[src/hdl/ppog_pkg.sv]
`default_nettype none
package ppog_pkg;
   localparam int CLK_HZ = 200_000_000;
   localparam int DUTY_BITS = 9;
   localparam int NUM_PINS = 3;
   localparam logic [9:0] DUTY_FULL = 10'h200;
   // Increment = Hz * 2^32 / CLK_HZ, done as Hz * INC_MUL >> INC_SHIFT
   localparam int INC_SHIFT = 8;
   localparam logic [13:0] INC_MUL = 14'((64'h1 << 40) / CLK_HZ);
   localparam logic [31:0] PWM_MIN_HZ = 32'h1;
   localparam logic [31:0] PWM_MAX_HZ = 32'(CLK_HZ >> DUTY_BITS);
   localparam logic [31:0] PDM_MIN_HZ = 32'(CLK_HZ >> 16);
   localparam logic [31:0] PDM_MAX_HZ = 32'(CLK_HZ - 1);
   localparam logic [7:0] OFS_CTRL = 8'h00;
   localparam logic [7:0] OFS_COMMAND = 8'h04;
   localparam logic [7:0] OFS_SCALE = 8'h08;
   localparam logic [7:0] OFS_PWM_HZ = 8'h0c;
   localparam logic [7:0] OFS_PDM_HZ = 8'h10;
   localparam logic [7:0] OFS_PIN_CFG = 8'h14;
   localparam logic [7:0] OFS_STATUS = 8'h18;
   localparam int CTRL_EN_BIT = 0;
   localparam int CTRL_FMT_LSB = 4;
   localparam int PIN_CFG_STRIDE = 4;
   localparam int STAT_NEG_BIT = 4;
   localparam int STAT_MAG_LSB = 16;
   localparam int PIN_NEN = 0;
   localparam int PIN_FIRST = 1;
   localparam int PIN_SECOND = 2;
   localparam logic [2:0] RST_FORMAT = 3'h1;
   localparam logic [15:0] RST_COMMAND = 16'h0000;
   localparam logic [15:0] RST_SCALE = 16'h0001;
   localparam logic [31:0] RST_PWM_HZ = 32'h00004e20;
   localparam logic [31:0] RST_PDM_HZ = 32'h000f4240;
   typedef enum logic [2:0] {
      FMT_OFF = 3'b000,
      FMT_PWM_DIR = 3'b001,
      FMT_UP_DOWN = 3'b010,
      FMT_PDM_DIR = 3'b011,
      FMT_DIR_PWM = 3'b100
   } ppog_fmt_t;
   typedef struct packed {
      logic flip;
      logic pinDrainOnly;
      logic pinDriveDirection;
   } ppog_pin_cfg_t;
   typedef struct packed {
      logic [NUM_PINS-1:0] out;
      logic [NUM_PINS-1:0] oe;
   } ppog_pins_t;
endpackage : ppog_pkg
`default_nettype wire

[src/hdl/ppog_duty_div.sv]
`default_nettype none
module ppog_duty_div (
   input wire logic clk, // 200 MHz clock
   input wire logic rst_n, // Async reset, active low
   input wire logic [15:0] command, // Signed command
   input wire logic [15:0] scale, // Unsigned scale factor
   output logic [9:0] dutyMag, // Clipped magnitude, full = 512
   output logic dutyNeg // Command was negative
);
   logic busy;
   logic [3:0] step;
   logic [15:0] rem;
   logic [15:0] capScale;
   logic capNeg;
   logic [8:0] quo;
   wire [15:0] absCmd = command[15] ? 16'(-command) : command;
   wire [16:0] trial = {rem, 1'b0};
   wire fits = trial >= {1'b0, capScale};
   wire [15:0] next_rem = fits ? 16'(trial - {1'b0, capScale}) : trial[15:0];
   wire [8:0] next_quo = {quo[7:0], fits};
   wire clips = absCmd >= scale;

   // Free-running recompute; a change may wait out a run already in flight,
   // so it can take up to 2*DUTY_BITS+1 cycles to show
   always_ff @(posedge clk or negedge rst_n) begin
      if (!rst_n) begin
         busy <= 1'b0;
         step <= 4'h0;
         rem <= 16'h0000;
         capScale <= 16'h0000;
         capNeg <= 1'b0;
         quo <= 9'h000;
         dutyMag <= 10'h000;
         dutyNeg <= 1'b0;
      end else if (!busy) begin
         capNeg <= command[15];
         capScale <= scale;
         rem <= absCmd;
         quo <= 9'h000;
         step <= 4'(ppog_pkg::DUTY_BITS);
         if (absCmd == 16'h0000) begin
            dutyMag <= 10'h000;
            dutyNeg <= 1'b0;
         end else if (clips) begin
            dutyMag <= ppog_pkg::DUTY_FULL;
            dutyNeg <= command[15];
         end else begin
            busy <= 1'b1;
         end
      end else begin
         rem <= next_rem;
         quo <= next_quo;
         step <= step - 4'h1;
         if (step == 4'h1) begin
            busy <= 1'b0;
            dutyMag <= {1'b0, next_quo};
            dutyNeg <= capNeg;
         end
      end
   end
endmodule : ppog_duty_div
`default_nettype wire

[src/hdl/ppog_top.sv]
// Implementation choices: the register addresses and register access over Wishbone.
`default_nettype none
module ppog_top (
   input wire logic clk, // 200 MHz clock
   input wire logic rst_n, // Async reset, active low
   input wire logic wb_cyc_i, // Wishbone cycle
   input wire logic wb_stb_i, // Wishbone strobe
   input wire logic wb_we_i, // Wishbone write
   input wire logic [7:0] wb_adr_i, // Byte address
   input wire logic [3:0] wb_sel_i, // Byte lanes
   input wire logic [31:0] wb_dat_i, // Write data
   output logic [31:0] wb_dat_o, // Read data
   output logic wb_ack_o, // Acknowledge
   input wire logic [2:0] pinSense, // Pin levels, asynchronous
   output var ppog_pkg::ppog_pins_t pinDrive // Pin drive and enables
);
   logic enable;
   logic [2:0] format;
   logic [15:0] command;
   logic [15:0] scale;
   logic [31:0] pwmHz;
   logic [31:0] pdmHz;
   ppog_pkg::ppog_pin_cfg_t pinCfg [ppog_pkg::NUM_PINS];
   logic [2:0] senseMeta;
   logic [2:0] senseSync;

   wire req = wb_cyc_i & wb_stb_i & ~wb_ack_o;
   wire wrStb = req & wb_we_i;
   wire [5:0] word = wb_adr_i[7:2];
   wire hitCtrl = word == ppog_pkg::OFS_CTRL[7:2];
   wire hitCmd = word == ppog_pkg::OFS_COMMAND[7:2];
   wire hitScale = word == ppog_pkg::OFS_SCALE[7:2];
   wire hitPwm = word == ppog_pkg::OFS_PWM_HZ[7:2];
   wire hitPdm = word == ppog_pkg::OFS_PDM_HZ[7:2];
   wire hitPin = word == ppog_pkg::OFS_PIN_CFG[7:2];
   wire hitStat = word == ppog_pkg::OFS_STATUS[7:2];
   wire [31:0] wMask = {{8{wb_sel_i[3]}}, {8{wb_sel_i[2]}},
                        {8{wb_sel_i[1]}}, {8{wb_sel_i[0]}}};

   function automatic logic [31:0] merge(input logic [31:0] old,
                                         input logic [31:0] dat,
                                         input logic [31:0] mask);
      merge = (old & ~mask) | (dat & mask);
   endfunction : merge

   function automatic logic [31:0] clip(input logic [31:0] v,
                                        input logic [31:0] lo,
                                        input logic [31:0] hi);
      clip = (v > hi) ? hi : ((v < lo) ? lo : v);
   endfunction : clip

   logic [9:0] dutyMag;
   logic dutyNeg;
   wire [9:0] magClip = (dutyMag > ppog_pkg::DUTY_FULL) ?
                        ppog_pkg::DUTY_FULL : dutyMag;
   logic [31:0] pinView;
   logic [31:0] statView;
   always_comb begin
      pinView = 32'h0;
      statView = 32'h0;
      for (int i = 0; i < ppog_pkg::NUM_PINS; i++) begin
         pinView[i*ppog_pkg::PIN_CFG_STRIDE +: 3] = pinCfg[i];
      end
      statView[2:0] = senseSync;
      statView[ppog_pkg::STAT_NEG_BIT] = dutyNeg;
      statView[ppog_pkg::STAT_MAG_LSB +: 10] = magClip;
   end

   wire [31:0] ctrlView = {25'h0, format, 3'h0, enable};
   wire [31:0] ctrlNew = merge(ctrlView, wb_dat_i, wMask);
   wire [31:0] cmdNew = merge({16'h0, command}, wb_dat_i, wMask);
   wire [31:0] sclNew = merge({16'h0, scale}, wb_dat_i, wMask);
   wire [31:0] pwmRaw = merge(pwmHz, wb_dat_i, wMask);
   wire [31:0] pdmRaw = merge(pdmHz, wb_dat_i, wMask);
   wire [31:0] pinNew = merge(pinView, wb_dat_i, wMask);
   wire [31:0] rdMux = hitCtrl ? ctrlView :
                       hitCmd ? {16'h0, command} :
                       hitScale ? {16'h0, scale} :
                       hitPwm ? pwmHz :
                       hitPdm ? pdmHz :
                       hitPin ? pinView :
                       hitStat ? statView : 32'h0;

   // Every address acks; unmapped reads give zero and writes are dropped
   always_ff @(posedge clk or negedge rst_n) begin
      if (!rst_n) begin
         wb_ack_o <= 1'b0;
         wb_dat_o <= 32'h0;
      end else begin
         wb_ack_o <= req;
         if (req) begin
            wb_dat_o <= rdMux;
         end
      end
   end

   always_ff @(posedge clk or negedge rst_n) begin
      if (!rst_n) begin
         enable <= 1'b0;
         format <= ppog_pkg::RST_FORMAT;
         command <= ppog_pkg::RST_COMMAND;
         scale <= ppog_pkg::RST_SCALE;
      end else if (wrStb) begin
         if (hitCtrl) begin
            enable <= ctrlNew[ppog_pkg::CTRL_EN_BIT];
            format <= ctrlNew[ppog_pkg::CTRL_FMT_LSB +: 3];
         end
         if (hitCmd) begin
            command <= cmdNew[15:0];
         end
         if (hitScale) begin
            scale <= sclNew[15:0];
         end
      end
   end

   // Clipped at write time so a read shows the rate really in use
   always_ff @(posedge clk or negedge rst_n) begin
      if (!rst_n) begin
         pwmHz <= ppog_pkg::RST_PWM_HZ;
         pdmHz <= ppog_pkg::RST_PDM_HZ;
      end else if (wrStb) begin
         if (hitPwm) begin
            pwmHz <= clip(pwmRaw, ppog_pkg::PWM_MIN_HZ,
                          ppog_pkg::PWM_MAX_HZ);
         end
         if (hitPdm) begin
            pdmHz <= clip(pdmRaw, ppog_pkg::PDM_MIN_HZ,
                          ppog_pkg::PDM_MAX_HZ);
         end
      end
   end

   always_ff @(posedge clk or negedge rst_n) begin
      if (!rst_n) begin
         senseMeta <= 3'h7;
         senseSync <= 3'h7;
      end else begin
         senseMeta <= pinSense;
         senseSync <= senseMeta;
      end
   end

   ppog_duty_div uDiv (
      .clk(clk),
      .rst_n(rst_n),
      .command(command),
      .scale(scale),
      .dutyMag(dutyMag),
      .dutyNeg(dutyNeg)
   );

   // Phase accumulators; both rates are shared by every format using them
   logic [31:0] pwmInc;
   logic [31:0] pdmInc;
   logic [31:0] pwmPhase;
   logic [31:0] pdmPhase;
   logic pdmTick;
   logic [9:0] sigma;
   logic pdmPulse;
   wire [45:0] pwmProd = pwmHz * ppog_pkg::INC_MUL;
   wire [45:0] pdmProd = pdmHz * ppog_pkg::INC_MUL;
   wire [32:0] pdmSum = {1'b0, pdmPhase} + {1'b0, pdmInc};
   wire [8:0] ramp = pwmPhase[31:23];
   wire pwmPulse = {1'b0, ramp} < magClip;
   wire [10:0] sigmaSum = {1'b0, sigma} + {1'b0, magClip};
   wire slotHit = sigmaSum >= {1'b0, ppog_pkg::DUTY_FULL};
   wire [10:0] sigmaLeft = slotHit ?
                           11'(sigmaSum - {1'b0, ppog_pkg::DUTY_FULL}) :
                           sigmaSum;

   always_ff @(posedge clk or negedge rst_n) begin
      if (!rst_n) begin
         pwmInc <= 32'h0;
         pdmInc <= 32'h0;
         pwmPhase <= 32'h0;
         pdmPhase <= 32'h0;
         pdmTick <= 1'b0;
      end else begin
         pwmInc <= pwmProd[ppog_pkg::INC_SHIFT +: 32];
         pdmInc <= pdmProd[ppog_pkg::INC_SHIFT +: 32];
         pwmPhase <= pwmPhase + pwmInc;
         pdmPhase <= pdmSum[31:0];
         pdmTick <= pdmSum[32];
      end
   end

   // Error feedback: pulse density over slots equals the magnitude
   always_ff @(posedge clk or negedge rst_n) begin
      if (!rst_n) begin
         sigma <= 10'h000;
         pdmPulse <= 1'b0;
      end else if (pdmTick) begin
         sigma <= sigmaLeft[9:0];
         pdmPulse <= slotHit;
      end
   end

   // Format is looked at every cycle, so a change takes effect at once
   wire isF1 = format == ppog_pkg::FMT_PWM_DIR;
   wire isF2 = format == ppog_pkg::FMT_UP_DOWN;
   wire isF3 = format == ppog_pkg::FMT_PDM_DIR;
   wire isF4 = format == ppog_pkg::FMT_DIR_PWM;
   wire dirLevel = dutyNeg & (magClip != 10'h000);
   wire upPulse = pwmPulse & ~dirLevel;
   wire downPulse = pwmPulse & dirLevel;
   wire selA = isF1 ? pwmPulse :
               isF2 ? upPulse :
               isF3 ? pdmPulse :
               isF4 ? dirLevel : 1'b0;
   wire selB = (isF1 | isF3) ? dirLevel :
               isF2 ? downPulse :
               isF4 ? pwmPulse : 1'b0;
   wire [2:0] next_fnVal = {enable & selB, enable & selA, ~enable};
   logic [2:0] fnVal;

   always_ff @(posedge clk or negedge rst_n) begin
      if (!rst_n) begin
         fnVal <= 3'b001;
      end else begin
         fnVal <= next_fnVal;
      end
   end

   // One cell per pin: not-enable, first and second function output
   for (genvar i = 0; i < ppog_pkg::NUM_PINS; i++) begin : gPin
      wire drv = pinCfg[i].pinDriveDirection;
      wire val = fnVal[i] ^ pinCfg[i].flip;
      wire next_out = pinCfg[i].pinDrainOnly ? 1'b0 : val;
      wire next_oe = drv & (~pinCfg[i].pinDrainOnly | ~val);
      always_ff @(posedge clk or negedge rst_n) begin
         if (!rst_n) begin
            pinCfg[i] <= '0;
            pinDrive.out[i] <= 1'b0;
            pinDrive.oe[i] <= 1'b0;
         end else begin
            if (wrStb & hitPin) begin
               pinCfg[i] <= pinNew[i*ppog_pkg::PIN_CFG_STRIDE +: 3];
            end
            pinDrive.out[i] <= drv & next_out;
            pinDrive.oe[i] <= next_oe;
         end
      end
   end

   // Drain-only check needs the pre-register value of pin 2
   wire val2 = gPin[2].val;
endmodule : ppog_top
`default_nettype wire

[config.mk]
export PLATFORM = sky130hd
export DESIGN_NAME = ppog_top
export DESIGN_NICKNAME = d
export VERILOG_FILES = /design/src/hdl/ppog_pkg.sv /design/src/hdl/ppog_duty_div.sv /design/src/hdl/ppog_top.sv
export SDC_FILE = /design/constraint.sdc
export NUM_CORES = 2
export LEC_CHECK = 0
export BUFFER_PORTS_ARGS = -buffer_cell sky130_fd_sc_hd__buf_4
export CAP_MARGIN = 20
export CORE_ASPECT_RATIO = 2
export CORE_UTILIZATION = 55
export DETAILED_ROUTE_END_ITERATION = 8
export PLACE_DENSITY = 0.72
export RECOVER_POWER = 100
export SKIP_CTS_REPAIR_TIMING = 1
export SLEW_MARGIN = 30
export SYNTH_ARGS = -nofsm -noshare
export SYNTH_HDL_FRONTEND = slang
export SYNTH_SLANG_ARGS = --single-unit
[constraint.sdc]
create_clock -name clk -period 6.63 [get_ports clk]
set_input_delay 0.663 -clock clk [delete_from_list [all_inputs] [get_ports clk]]
set_output_delay 0.663 -clock clk [all_outputs]
set_load 0.005 [all_outputs]
==> flow_summary.ini <==
[run_status]
status = complete, but fails checks
violations = max-capacitance violations, max-slew violations

[detailed_routing]
first_pass_iters = 7
antenna_left = 0
routed_wl_mm = 84.9
vias_per_cell = 5.81
drc_errors = 0
wl_per_cell_um = 20.4
drt_iter0_markers = 1530
vias = 24200

[sta]
slew_headroom = -2.33
setup_tns_ps = 0
rsz0062_at_grt = false
fmax_mhz = 161
hold_ws_ps = 204
drv_slew = 229
finalCritPeriodShare = 0.936
tightest_slew_ps = 4990
clock_skew_ps = 29.4
final.min_clock_period_ps = 6200
hold_violations = 0
finalSetupViolations = 0

[synth]
synth_edf_count = 0
async_flop_share = 1.00
ys_types = 95
synthFlopType = dfrtp_1
avgSynthCellArea_um2 = 9.99
synth-adder-area-share = 0.361
synth_nets = 4063
ys_seq_elements = 354
synthMuxAreaShare = 0.0198
synth-seq-area-share = 0.272
synth_compound_area_frac = 0.135
ys_top_cells_by_count = inv_1 (635), ha_1 (394), fa_1 (344)
synthSimpleGateAreaFrac = 0.0911
synth_most_common_cell = inv_1
yosysTopAreaCellShare = 0.255
yosys_warnings = 0
ys_top_cells_by_area = dfrtp_1 (25%), fa_1 (21%), ha_1 (15%)
syn_inst = 3273
synth_top_family_by_area = adder cells
yosys.area.top_type = dfrtp_1
synthXorXnorAreaFrac = 0.0401
synth_area_um2 = 32700

[power_and_ir_drop]
netSwitchingPower_mw = 7.45
p_comb_frac = 0.654
p_sw_frac = 0.460
clockPowerShare = 0.143
seqPwrFrac = 0.203
leakage_nw = 17.8
power_density_nw_per_um2 = 455
p_int_mw = 8.72
ir_drop_uv = 467

[die]
die_h_um = 347
fp-row-count = 126
core_area_um2 = 58800
num_io_pins = 91
initial_utilization = 0.556
fp.dieW_um = 174
die_area_um2 = 60500

[critical_path]
cpMostUsedCell = fa_1
crit_family = adder cells
slowest_delay_ps = 770
end_kind = flop
cp.required_ps = 7110
worstSetupPathType = reg2reg
crit_chain = fa_1 -> ha_1 -> fa_1 -> fa_1 -> inv_1 -> fa_1 -> inv_1 -> ha_1 -> and3_1 -> a221oi_1 -> o21ai_1 -> nor3_1 -> o311ai_2 -> a211oi_1 -> clkbuf_1 -> o31ai_1 -> a21oi_1 -> xnor2_1
critPathSlowestCell = dfstp_2
path_max_fanout = 12
start_kind = flop
crit_arrival_ps = 6680
path_buf_inv = 3

[cts]
cts_tree = done
cts_buffers = 37
h-tree-depth = 2
insertion_delay_ps = 570
cts_max_path_buffers = 3
root_buffer = clkbuf_16
cts_num_sinks = 354
path_clk_slew_ps = 70

[finish]
area.growth.synth_to_final_pct = 8.71
layout-drive-gt1-share = 0.0742
nets = 4158
fin_util = 0.605
nFillCells = 4900
final_area_um2 = 35500

[placement]
place_congestion = 0.937
dpl-instance-area_um2 = 34300
portBuffers = 88
hpwlAfterDp_mm = 68.0

[global_routing]
grt_max_degree = 154
gr-total-overflow = 0
grt_antenna_before_repair = 4
grt_pass1_wl_mm = 139
grt_pass1_vias = 26900
grt_util_all_layers = 0.294

[flow_run]
maxCapViolations = 4

[min_path]
hold_class = in2reg
-- power groups by stage --
stage / registers [mW] / clock network [mW] / logic (mW)
floorplan: 3.13 / 0 / 8.21
global placement: 3.28 / 0 / 10.1
detailed placement: 3.30 / 0 / 10.5
CTS: 3.27 / 2.36 / 10.7
global route: 3.33 / 2.43 / 12.1
finish: 3.28 / 2.32 / 10.6
-- layout make-up --
cell class              count  area, um^2  area share
diodes                      1        2.50   0.0000704
clock buffers              49        1080      0.0305
clock inverters            19         245     0.00690
inverters                 637        2390      0.0673
multi-input cells        2219       21100       0.595
flip-flops and latches    354        8890       0.250
well taps                 768         961      0.0270
repair buffers            119         835      0.0235
-- metal layers --
layer | global-route usage | wire, um | vias up
met5 | 0 | 44 | -
met2 | 0.554 | 46100 | 678
met4 | 0.193 | 6310 | 6
li1 | - | - | 11100
met1 | 0.302 | 29300 | 12100
met3 | 0.0315 | 3110 | 319
-- cell families after synthesis --
logic type / count (synthesis)
mux: 59
flops: 354
buf+inv: 700
compound gates: 664
xor+xnor: 149
fa+ha+maj: 738
simple gates: 609
-- worst reg2reg max path: stages, from the launching register on --
cell,delay (ps)
dfstp_2,770
fa_1,500
ha_1,320
fa_1,480
fa_1,560
inv_1,60
fa_1,540
inv_1,40
ha_1,330
and3_1,200
a221oi_1,370
o21ai_1,190
nor3_1,450
o311ai_2,280
a211oi_1,310
clkbuf_1,200
o31ai_1,170
a21oi_1,210
xnor2_1,140
-- final timing paths --
check / from / to / slack, ps / cells after the start
setup / recovery: pwmHz[9] / pwmInc[31] / 430 / 18
hold / removal: pinSense[1] / senseMeta[1] / 200 / 1
setup reg to reg: pwmHz[9] / pwmInc[31] / 430 / 18
hold reg to reg: senseMeta[1] / senseSync[1] / 360 / 0
max in group asynchronous: rst_n / pdmPhase[25] / 1640 / 1
min in group asynchronous: rst_n / uDiv.capScale[2] / 2130 / 1
-- layout by cell type, fill, tap and decap left out, types with 11 or more instances in the layout --
master,count
and3_1,18
o22ai_1,19
and2_1,14
nand3_1,35
a21oi_1,158
nor2_1,166
xnor2_1,108
buf_4,62
nand4_1,27
clkbuf_4,33
o31ai_1,16
o21a_1,28
and2_0,15
nand2_1,163
clkbuf_1,23
a211oi_1,15
xor2_1,40
a31oi_1,21
a21o_1,54
nor2b_1,24
fa_1,344
a22o_1,14
nor4_1,15
a21boi_0,11
mux2i_1,13
inv_1,636
clkbuf_16,39
o22a_1,27
o21bai_1,14
ha_1,394
a222oi_1,14
dfstp_2,21
a22oi_1,14
nand2b_1,36
nor3_1,43
dfrtp_1,332
o21ai_0,166
mux2_2,46
-- stage by stage --
| step | power, mW | instances | worst slack, ps |
|---|---|---|---|
| 6_report | 16.2 | 4166 | 426 |
| 2_1_floorplan | 11.3 | 3273 | 1320 |
| 3_5_place_dp | 13.8 | 4097 | 246 |
| 4_1_cts | 16.3 | 4165 | 176 |
| 5_1_grt | 17.8 | 4166 | 39.5 |
| 3_3_place_gp | 13.4 | 4097 | 233 |
No activity file was read; power rests on OpenSTA's default activity.
